## src/common/mss_pkg.sv

```systemverilog
// Package for the microstep sequencer: register map, field layouts, index and table constants, drive carrier type
`default_nettype none
package mss_pkg;
  // Register byte addresses (word aligned)
  localparam logic [3:0] MSS_ADDR_CTRL = 4'h0;
  localparam logic [3:0] MSS_ADDR_STEP = 4'h4;
  localparam logic [3:0] MSS_ADDR_STATUS = 4'h8;
  localparam logic [3:0] MSS_ADDR_DUTY = 4'hc;
  // Control field positions
  localparam int MSS_CTRL_TORQUE_LSB = 0;
  localparam int MSS_CTRL_FASTDECAY_BIT = 8;
  localparam int MSS_CTRL_HALFSTEP_BIT = 9;
  localparam int MSS_CTRL_RANGE_LSB = 10;
  // Step register fields
  localparam int MSS_STEP_DIR_BIT = 0;
  // Reset values
  localparam logic [7:0] MSS_TORQUE_RST = 8'hff;
  localparam logic [1:0] MSS_RANGE_MAX = 2'h0;
  localparam logic [7:0] MSS_INDEX_RST = 8'h00;
  // Index masks and compare
  localparam logic [7:0] MSS_INDEX_MASK = 8'h1f;
  localparam logic [7:0] MSS_CLK_MASK = 8'h0e;
  localparam logic [7:0] MSS_CLK_MATCH = 8'h08;
  localparam int MSS_QUARTER_STEPS = 16;
  localparam logic [4:0] MSS_QUADRATURE_OFFSET = 5'h10;
  // Done-state cycles before a step request is answered
  localparam logic [1:0] MSS_STEP_CYCLES = 2'h2;

  typedef struct packed {
    logic [3:0] phase;     // A+,A-,B+,B- polarity lines
    logic bridgeADisable;
    logic bridgeBDisable;
    logic seqClock;
    logic seqResetN;
    logic [1:0] rangeSel;
  } mss_drive_t;
endpackage
`default_nettype wire

```

## src/logic/mss_sequencer.sv

```systemverilog
// Microstep sequencer: index, sine lookup, duty words and bridge driver control lines
//
// Chosen here: register access over Avalon-MM and the address map.
`default_nettype none

// Behaviour
// - Byte index increments on forward step, decrements on reverse step.
// - Low five bits of the index address the sine table, wrapping at 32.
// - Sequencer clock goes low at the start of every microstep.
// - Forward: clock rises when five-bit index AND 0x0e equals 8.
// - Reverse: add one before masking, so indexes 7 and 8 raise the clock.
// - Sequencer reset is low out of reset and high after the first step; low for each step that lands the byte index on zero.
// - Phase A duty is table value times torque, upper product byte.
// - Phase B duty uses a table base 90 degrees later, in quadrature.
// - Table holds 16 entries per quarter wave, 16 microsteps per step.
// - Entries: 180 at 45 deg, 254 at peak, 0 at zero crossing.
// - Slow decay: current chopping acts on the normally high phase input.
// - Fast decay: phases driven directly, chopping gates bridge enables.
// - Four phase outputs plus two independent bridge disable outputs.
// - A bridge is disabled whenever its winding wants zero current.
// - Power-on reset keeps the bridges disabled through power up.
// - Current range selects reset to the maximum current setting, then follow the control word.
// - Half-step mode: clock pulses at zero target and first nonzero microstep.
module mss_sequencer
  import mss_pkg::*;
#(
  parameter int TABLE_LEN = 48
) (
  input wire logic clk,
  input wire logic rst,
  input wire logic [3:0] avsAddress,
  input wire logic avsRead,
  input wire logic avsWrite,
  input wire logic [31:0] avsWriteData,
  input wire logic [3:0] avsByteEnable,
  output logic [31:0] avsReadData,
  output logic avsWaitRequest,
  input wire logic chopA,
  input wire logic chopB,
  output logic [7:0] phaseADutyWord,
  output logic [7:0] phaseBDutyWord,
  output mss_drive_t drive
);

  // ----------------------------------------------------------------
  // Sine table
  // ----------------------------------------------------------------
  // Three quarter waves from 45 degrees; base A at 0, base B at 16
  function automatic logic [7:0] sineAt(input logic [5:0] pos);
    logic [7:0] v;
    v = 8'h00;
    case (pos)
      6'd0, 6'd16, 6'd32: v = 8'hb4;
      6'd1, 6'd15, 6'd33, 6'd47: v = 8'hc5;
      6'd2, 6'd14, 6'd34, 6'd46: v = 8'hd4;
      6'd3, 6'd13, 6'd35, 6'd45: v = 8'he0;
      6'd4, 6'd12, 6'd36, 6'd44: v = 8'heb;
      6'd5, 6'd11, 6'd37, 6'd43: v = 8'hf4;
      6'd6, 6'd10, 6'd38, 6'd42: v = 8'hfa;
      6'd7, 6'd9, 6'd39, 6'd41: v = 8'hfd;
      6'd8, 6'd40: v = 8'hfe;
      6'd17, 6'd31: v = 8'ha1;
      6'd18, 6'd30: v = 8'h8d;
      6'd19, 6'd29: v = 8'h78;
      6'd20, 6'd28: v = 8'h61;
      6'd21, 6'd27: v = 8'h4a;
      6'd22, 6'd26: v = 8'h31;
      6'd23, 6'd25: v = 8'h18;
      default: v = 8'h00;
    endcase
    return v;
  endfunction

  // Scale by torque keeping the upper product byte
  function automatic logic [7:0] scaleDuty(input logic [7:0] tab, input logic [7:0] torque);
    logic [15:0] prod;
    prod = tab * torque;
    return prod[15:8];
  endfunction

  // Winding polarity over a full electrical cycle of 64 positions
  // The table only holds magnitudes and repeats every 32 positions, so the sign
  // has to come from one more index bit; it flips at each zero entry of that winding
  function automatic logic polarity(input logic [5:0] pos);
    return !pos[5];
  endfunction

  // ----------------------------------------------------------------
  // State
  // ----------------------------------------------------------------
  typedef enum logic [1:0] {
    MSS_IDLE = 2'b00,
    MSS_STEP = 2'b01,
    MSS_DONE = 2'b10
  } mss_state_t;

  typedef struct packed {
    mss_state_t fsm;
    logic [1:0] waitCnt;
    logic [7:0] index;
    logic [7:0] torque;
    logic fastDecay;
    logic halfStep;
    logic [1:0] rangeSel;
    logic stepDir;
    logic seqClock;
    logic seqResetN;
    logic zeroA;
    logic zeroB;
    logic polA;
    logic polB;
    logic [7:0] dutyA;
    logic [7:0] dutyB;
    logic [31:0] rdata;
    logic waitReq;
    logic [3:0] phase;
    logic disA;
    logic disB;
    logic clkPend;
    logic [1:0] chopSyncA;
    logic [1:0] chopSyncB;
  } mss_regs_t;

  mss_regs_t state_reg;
  mss_regs_t state_next;

  // Combinational working values
  logic [7:0] newIndex;
  logic [7:0] clkProbe;
  logic [5:0] posA;
  logic [5:0] posB;
  logic [7:0] tabA;
  logic [7:0] tabB;
  logic nzA;
  logic nzB;
  logic busy;

  // ----------------------------------------------------------------
  // Next state
  // ----------------------------------------------------------------
  always_comb begin
    state_next = state_reg;
    newIndex = state_reg.index;
    clkProbe = 8'h00;
    posA = 6'h00;
    posB = 6'h00;
    tabA = 8'h00;
    tabB = 8'h00;
    nzA = 1'b0;
    nzB = 1'b0;
    busy = (state_reg.fsm != MSS_IDLE);
    state_next.waitReq = 1'b1;

    // Register writes; a step write starts the microstep sequence
    if (avsWrite && !busy) begin
      case (avsAddress)
        MSS_ADDR_CTRL: begin
          if (avsByteEnable[0]) state_next.torque = avsWriteData[MSS_CTRL_TORQUE_LSB +: 8];
          if (avsByteEnable[1]) begin
            state_next.fastDecay = avsWriteData[MSS_CTRL_FASTDECAY_BIT];
            state_next.halfStep = avsWriteData[MSS_CTRL_HALFSTEP_BIT];
            state_next.rangeSel = avsWriteData[MSS_CTRL_RANGE_LSB +: 2];
          end
        end
        MSS_ADDR_STEP: begin
          if (avsByteEnable[0]) begin
            state_next.stepDir = avsWriteData[MSS_STEP_DIR_BIT];
            state_next.fsm = MSS_STEP;
          end
        end
        default: ;
      endcase
      // Writes other than a step request finish at once
      if (!(avsAddress == MSS_ADDR_STEP && avsByteEnable[0])) begin
        state_next.waitReq = 1'b0;
        state_next.fsm = MSS_DONE;
      end
    end else if (avsRead && !busy) begin
      case (avsAddress)
        MSS_ADDR_CTRL: state_next.rdata = {20'h0, state_reg.rangeSel, state_reg.halfStep,
                                           state_reg.fastDecay, state_reg.torque};
        MSS_ADDR_STEP: state_next.rdata = {31'h0, state_reg.stepDir};
        MSS_ADDR_STATUS: state_next.rdata = {16'h0, state_reg.phase, state_reg.disA,
                                             state_reg.disB, state_reg.seqClock,
                                             state_reg.seqResetN, state_reg.index};
        MSS_ADDR_DUTY: state_next.rdata = {16'h0, state_reg.dutyB, state_reg.dutyA};
        default: state_next.rdata = 32'h0;
      endcase
      state_next.waitReq = 1'b0;
      state_next.fsm = MSS_DONE;
    end

    case (state_reg.fsm)
      MSS_IDLE: ;
      MSS_STEP: begin
        // One microstep: index, clock, reset and both duties in one update
        state_next.seqClock = 1'b0;
        state_next.clkPend = 1'b0;
        state_next.seqResetN = 1'b1;
        if (state_reg.stepDir == 1'b0) begin
          newIndex = state_reg.index + 8'h01;
          clkProbe = newIndex & MSS_INDEX_MASK;
        end else begin
          newIndex = state_reg.index - 8'h01;
          clkProbe = (newIndex & MSS_INDEX_MASK) + 8'h01;
        end
        if (newIndex == 8'h00) state_next.seqResetN = 1'b0;
        posA = {1'b0, newIndex[4:0]};
        posB = {1'b0, newIndex[4:0]} + {1'b0, MSS_QUADRATURE_OFFSET};
        tabA = sineAt(posA);
        tabB = sineAt(posB);
        nzA = (tabA != 8'h00);
        nzB = (tabB != 8'h00);
        if (state_reg.halfStep) begin
          // Pulse on entering zero and again on the first nonzero step
          if ((nzA != !state_reg.zeroA) || (nzB != !state_reg.zeroB)) state_next.clkPend = 1'b1;
        end else if ((clkProbe & MSS_CLK_MASK) == MSS_CLK_MATCH) begin
          state_next.clkPend = 1'b1;
        end
        state_next.index = newIndex;
        state_next.dutyA = scaleDuty(tabA, state_reg.torque);
        state_next.dutyB = scaleDuty(tabB, state_reg.torque);
        state_next.zeroA = !nzA;
        state_next.zeroB = !nzB;
        // Winding A crosses zero at table position 24, winding B a quarter wave earlier
        state_next.polA = polarity(newIndex[5:0] + 6'(MSS_QUARTER_STEPS / 2));
        state_next.polB = polarity(newIndex[5:0] + 6'(MSS_QUARTER_STEPS + MSS_QUARTER_STEPS / 2));
        state_next.waitCnt = MSS_STEP_CYCLES;
        state_next.fsm = MSS_DONE;
      end
      MSS_DONE: begin
        // Clock rises one edge after it was taken low, so two matching steps in a row
        // still give the external sequencer two rising edges
        if (state_reg.waitCnt == MSS_STEP_CYCLES) state_next.seqClock = state_reg.clkPend;
        // Hold waitrequest low for one edge only
        if (state_reg.waitCnt != 2'h0) begin
          state_next.waitCnt = state_reg.waitCnt - 2'h1;
          if (state_reg.waitCnt == 2'h1) state_next.waitReq = 1'b0;
        end else begin
          state_next.fsm = MSS_IDLE;
        end
      end
      default: state_next.fsm = MSS_IDLE;
    endcase

    // Chopping comes from the external current loops, not from this clock:
    // two flops first, and only the second one is read below
    state_next.chopSyncA = {state_reg.chopSyncA[0], chopA};
    state_next.chopSyncB = {state_reg.chopSyncB[0], chopB};

    // Bridge lines; zero current disables the bridge
    state_next.disA = state_reg.zeroA;
    state_next.disB = state_reg.zeroB;
    if (state_reg.fastDecay) begin
      // Phases straight from polarity, chopping gates the enables
      state_next.phase = {state_reg.polA, !state_reg.polA, state_reg.polB, !state_reg.polB};
      state_next.disA = state_reg.zeroA | !state_reg.chopSyncA[1];
      state_next.disB = state_reg.zeroB | !state_reg.chopSyncB[1];
    end else begin
      // Chopping goes onto the phase that is normally high
      state_next.phase = {state_reg.polA & state_reg.chopSyncA[1], !state_reg.polA & state_reg.chopSyncA[1],
                          state_reg.polB & state_reg.chopSyncB[1], !state_reg.polB & state_reg.chopSyncB[1]};
    end
  end

  // ----------------------------------------------------------------
  // Registers
  // ----------------------------------------------------------------
  // Reset leaves both bridges disabled until software steps
  always_ff @(posedge clk or posedge rst) begin
    if (rst) begin
      state_reg <= '0;
      state_reg.fsm <= MSS_IDLE;
      state_reg.index <= MSS_INDEX_RST;
      state_reg.torque <= MSS_TORQUE_RST;
      state_reg.rangeSel <= MSS_RANGE_MAX;
      state_reg.seqResetN <= 1'b0;
      state_reg.zeroA <= 1'b1;
      state_reg.zeroB <= 1'b1;
      state_reg.disA <= 1'b1;
      state_reg.disB <= 1'b1;
      state_reg.waitReq <= 1'b1;
    end else begin
      state_reg <= state_next;
    end
  end

  // Outputs come straight from the state flip-flops
  assign avsReadData = state_reg.rdata;
  assign avsWaitRequest = state_reg.waitReq;
  assign phaseADutyWord = state_reg.dutyA;
  assign phaseBDutyWord = state_reg.dutyB;
  assign drive = '{phase: state_reg.phase, bridgeADisable: state_reg.disA,
                   bridgeBDisable: state_reg.disB, seqClock: state_reg.seqClock,
                   seqResetN: state_reg.seqResetN, rangeSel: state_reg.rangeSel};

endmodule
`default_nettype wire

```

## config.mk

```make
export PLATFORM = sky130hd
export DESIGN_NAME = mss_sequencer
export DESIGN_NICKNAME = d
export VERILOG_FILES = /design/src/common/mss_pkg.sv /design/src/logic/mss_sequencer.sv
export SDC_FILE = /design/constraint.sdc
export NUM_CORES = 1
export LEC_CHECK = 0
export ABC_AREA = 1
export BUFFER_PORTS_ARGS = -buffer_cell sky130_fd_sc_hd__clkbuf_2
export CORE_ASPECT_RATIO = 1.25
export CORE_UTILIZATION = 61
export DETAILED_ROUTE_END_ITERATION = 10
export PLACE_DENSITY = 0.91
export SYNTH_ARGS = -nofsm -noshare
export SYNTH_HDL_FRONTEND = slang
export SYNTH_SLANG_ARGS = --single-unit
export TNS_END_PERCENT = 30
```

## constraint.sdc

```tcl
create_clock -name clk -period 7.45 [get_ports clk]
set_input_delay 0.3725 -clock clk [delete_from_list [all_inputs] [get_ports clk]]
set_output_delay 0.3725 -clock clk [all_outputs]
set_load 0.005 [all_outputs]
```

# Word-level counts from Yosys, hierarchy flattened
# Memory sizes are Yosys's and may differ from the RTL's.
# Index checks and enable logic that the tools add are counted.
# word_totals
regBits	75
mem_bits_ro	768
inputBits	46
output_inout_bits	59
wordCells	113
n_memories	2
# classes
addsub	7
multipliers	2
eq_ne	12
muxes	30
bitwise	7
reduce_logical	29
# memory_table
memory	depth	width	read_ports	rd_clocked_by_memory_dff	write_ports	line_no	rtl
(name not given)	64	8	1	0	0	mss_sequencer.sv:52	case (pos)
(name not given)	32	8	1	0	0	mss_sequencer.sv:52	
# ops
cell	count
$pmux 16 s4	1
$mul 8x8->16	2
$mux 8	4
$mux 2	8
$reduce_bool 8->1	2
$mux 4	3
$logic_not 1->1	11
$mux 1	11
$reduce_and 3->1	3
$add 8x1->8 const B	1
$eq 4x4->1 const B	2
$logic_not 8->1	1
$sub 8x1->8 const B	1
$add 5x5->6 const B	1
$add 6x4->6 const B	1
$add 6x5->6 const B	1
$pmux 2 s3	1
$reduce_and 2->1	3
$reduce_bool 2->1	3
$add 4x1->4 const B	1
$and 1x1->1	4
$eq 2x1->1 const B	2
$eq 2x2->1 const B	2
$eq 4x3->1 const B	1
other kinds (12)	17

# Longest topological paths before layout
# An unclocked memory read counts as a cell.
# logic_depth
word_depth	11
mapped_depth	35
depth_no_buf	34

# Least setup slack after synthesis
# OpenSTA, ideal clock, no wires.
# synth_timing
kind	flip-flop to flip-flop
from	reg state_reg[79] in the netlist's numbering
to	reg state_reg (netlist bit phaseBDutyWord[6])
setup_time_ns	0.132
arrival_time_ns	5.720
required_ns	7.318
path_slack_ns	1.598
path_stages_with_launch	31
path_buffers	2
period_less_slack_ns	5.852
path_cell_list	dfrtp_1 buf_2 inv_1 ha_1 or2_1 nand2_1 inv_2 ha_1 inv_1 nand3_1 nand2_1 nand2_1 nand3_1 and2_1 buf_2 inv_1 nand2_1 fa_1 fa_1 inv_1 fa_1 inv_1 fa_1 inv_1 ha_1 a21oi_1 o21ai_0 a221oi_1 nand3_1 nand3_1 o21ai_0
# synth_via
elab_chain_len	7
word_cells_on_any_way	8
cone_classes	add/sub: 3; mul: 1; mux: 3; memory: 1
# synth_rtl
element	line_no	rtl
start: declaration	mss_sequencer.sv:124	mss_regs_t state_reg;
start signal: assignment	mss_sequencer.sv:284	state_reg <= state_next;
$add 8x1->8 / $sub 8x1->8 (equally long branches)	mss_sequencer.sv:201, mss_sequencer.sv:204	
$mux 8 (*)	mss_sequencer.sv:200	if (state_reg.stepDir == 1'b0) begin
$mux 8 (*)	mss_sequencer.sv:193	case (state_reg.fsm)
$add 5x5->6 (*)	mss_sequencer.sv:209	posB = {1'b0, newIndex[4:0]} + {1'b0, MSS_QUADRATURE_OFFSET};
$mem_v2 64x8 (*)	-	
$mux 8 (*)	mss_sequencer.sv:193	
$mul 8x8->16 (*)	mss_sequencer.sv:77	prod = tab * torque;
# Mark *: on every way between the ends. The rest lies on a longest branch, timed or not. The select of a mux whose other input is x is not followed.
# A chain may end at the register's enable or synchronous reset.

# Final worst setup path
# Ends and elaborated chain as after synthesis.

==> summary.md <==
| Metric | Value |
|---|---|
| Final Skew | 11.5 ps |
| # Max-Cap Violations | 0 |
| Resize count post-CTS | 0 |
| Sequential element share of the synthesized area | 21.5% |
| Hold path cells | 1 |
| Via Count | 7615 |
| Clock transition at the registers of the reported paths | roughly 70 ps |
| Clk root buf | clkbuf_16 |
| Chip width | ~110 µm |
| CP Data Arrival Time | 6990 ps |
| Avg Inst Size Synth | 7.55 µm² |
| GRT met1 Usage | between 30 and 40% |
| 1st-iter DRT viols | 662 |
| Grt met2 use | 52.5% |
| Core box area | 13900 µm² |
| WP data required | ~7700 ps |
| DRC | 0 |
| Hold buffers post-CTS | 0 |
| Ant. Diodes | 0 |
| Largest net degree at the start of global routing | 76 |
| Cell count after synthesis | 1164 |
| Initial Util | 63.1% |
| Worst-path fanout max | 10 |
| Clock latency on the worst-skew pair | around 350 ps |
| Die area | 14900 µm² |
| Max reg flops | 30 |
| Min cycle time layout | 6780 ps |
| Worst Setup End Kind | register |
| Vias per std cell | about 5.6 |
| Synth Warn # | 0 |
| Wire length per cell | 15.8 µm |
| Fillers | approximately 1100 |
| EDFF count, synth | 0 |
| Synth top area share | around 18% |
| PortBufs | 66 |
| Reg area | 1890 µm² |
| Number of synthesized register bits | 75 |
| Most common library cells after synthesis | nand2_1, inv_1, nor2_1 |
| Critical path class | reg2reg |
| CTS Sinks | 75 |
| Final #Nets | roughly 1400 |
| Distinct cells, synth | 51 |
| Fmax | 0.148 GHz |
| Worst-margin pin slew | 987 ps |
| Primary FF master, synth | dfrtp_1 |
| Setup bufs post-CTS | 0 |
| Endpoints failing hold | 0 |
| Dpl hpwl | 16600 µm |
| Number of cell rows | between 40 and 50 |
| Count leader, synth | nand2_1 |
| Longest Clk Path Bufs | 2 |
| M3 GR Usage | a little over 5% |
| Remaining antenna violation count | 0 |
| Status | complete, no violations |
| First-pass GRT wire length | 34700 µm |
| Post-synthesis cell area | 8790 µm² |
| Vias in the first global route | 7420 |
| Top post-synthesis cells by area | dfrtp_1, fa_1, ha_1 |
| CP startpoint kind | register |
| Final period utilization | 91.0% |
| Area added between synthesis and finish | 3.99% |
| Global routing's busiest layer | met2 |
| Rel. slew slack | between 30 and 40% |
| CTS tree | done |
| H-tree depth | 3 |
| HP Class | in2reg |
| Total Routed Length | about 21000 µm |
| Gpl congestion | approximately 0.9 |
| Overall routing resource usage | 30.2% |
| Num CTS Buffers | 9 |
| Synth async-reset ratio | 100% |
| Pre-Repair DR Iteration Count | 6 |
| Unrepaired setup endpoints after global routing | false |
| Die Y | about 140 µm |
| Leading area contributor after synthesis | dfrtp_1 |
| Multi-input gate area | between 5000 and 6000 µm² |
| Layout cells sized above 1 | between 10 and 15% |
| TNS Setup | 0 ps |
| # IOs | 105 |
| # setup viols final | 0 |
| Pins Over Slew Limit | 0 |
| Initial antenna violation count | 0 |
| Reg2Reg Depth | 27 |
| Overflow after GRT | 0 |
## worst max-delay path, cell delays in order (launching register included)
cell      delay, ps
dfrtp_1         590
inv_1            90
ha_1            330
or2_1           220
nand2_1         220
inv_2           150
ha_1            230
nor2_1          130
o21ai_0         160
o21ai_0         400
o21ai_1         170
inv_1           250
nor2_1          100
fa_1            520
inv_1            50
fa_1            480
inv_1            50
fa_1            530
inv_1            60
fa_1            530
inv_1            40
ha_1            340
a21oi_1         200
o21ai_0         150
a221oi_1        360
nand3_1         110
nand3_1          80
o21ai_0          80
## final timing paths
check,start,endpoint,slack [ps]
max in group asynchronous,rst,state_reg[70],6540
setup / recovery,state_reg[79],phaseBDutyWord[6],670
setup reg to reg,state_reg[79],phaseBDutyWord[6],670
min in group asynchronous,rst,phaseADutyWord[2],280
hold reg to reg,state_next[1],state_reg[1],340
hold / removal,chopA,state_next[3],130
## layout by cell type (no fill, tap or decap), drive strengths merged
| master | instances |
|---|---|
| clkbuf | 75 |
| nand4 | 7 |
| dfstp | 13 |
| o31ai | 1 |
| nand2 | 280 |
| a22oi | 1 |
| a21oi | 34 |
| dfrtp | 62 |
| o21bai | 2 |
| a221oi | 11 |
| and3 | 2 |
| xnor2 | 2 |
| o211ai | 2 |
| o21ai | 76 |
| clkinvlp | 1 |
| nand3 | 55 |
| a21o | 3 |
| a31oi | 6 |
| fa | 70 |
| or2 | 6 |
| a22o | 3 |
| buf | 5 |
| o22ai | 5 |
| xor2 | 4 |
| clkinv | 6 |
| and2 | 4 |
| conb | 16 |
| inv | 189 |
| nand3b | 4 |
| nor2 | 144 |
| nor3 | 10 |
| ha | 78 |
## kinds of logic after synthesis
| group | Yosys count | synth area share [%] |
|---|---|---|
| AO/OA/AOI/OAI | 144 | 10.3 |
| XOR/XNOR | 6 | 0.598 |
| adder cells (fa/ha/maj) | 148 | 27.0 |
| buffers and inverters | 278 | 14.8 |
| flip-flops | 75 | 21.5 |
| other | 1 | 0.0427 |
| AND/OR/NAND/NOR | 512 | 25.6 |
## metrics by stage
| step | setup WS (ps) | utilization (%) | instances | hold WS (ps) | instance area [µm²] |
|---|---|---|---|---|---|
| 6_report | 674 | 65.6 | 1352 | 133 | 9140 |
| 3_5_place_dp | 823 | 63.5 | 1336 | 336 | 8840 |
| 2_1_floorplan | 1600 | - | 1179 | 331 | 8850 |
| 4_1_cts | 764 | 65.6 | 1352 | 136 | 9140 |
| 3_3_place_gp | 888 | 63.5 | 1336 | 333 | 8840 |
| 5_1_grt | 224 | 65.6 | 1352 | 140 | 9140 |
## area by class of cell
class	count	share of cell area (%)
Inverter	189	7.82
Multi-Input combinational cell	826	61.8
Clock inverter	7	0.767
Clock buffer	9	2.46
Timing Repair Buffer	71	4.02
Sequential cell	75	20.7
Tap cell	175	2.40
## metal layers
metal  up-vias  routed length [µm]
met5         -                   0
met4         0                 954
met3        73                1470
met2       345               10800
met1      3609                8130
li1       3588                   -
Power is not shown: default switching activity piles up to over one toggle a cycle in this logic, so the estimate is an artifact.
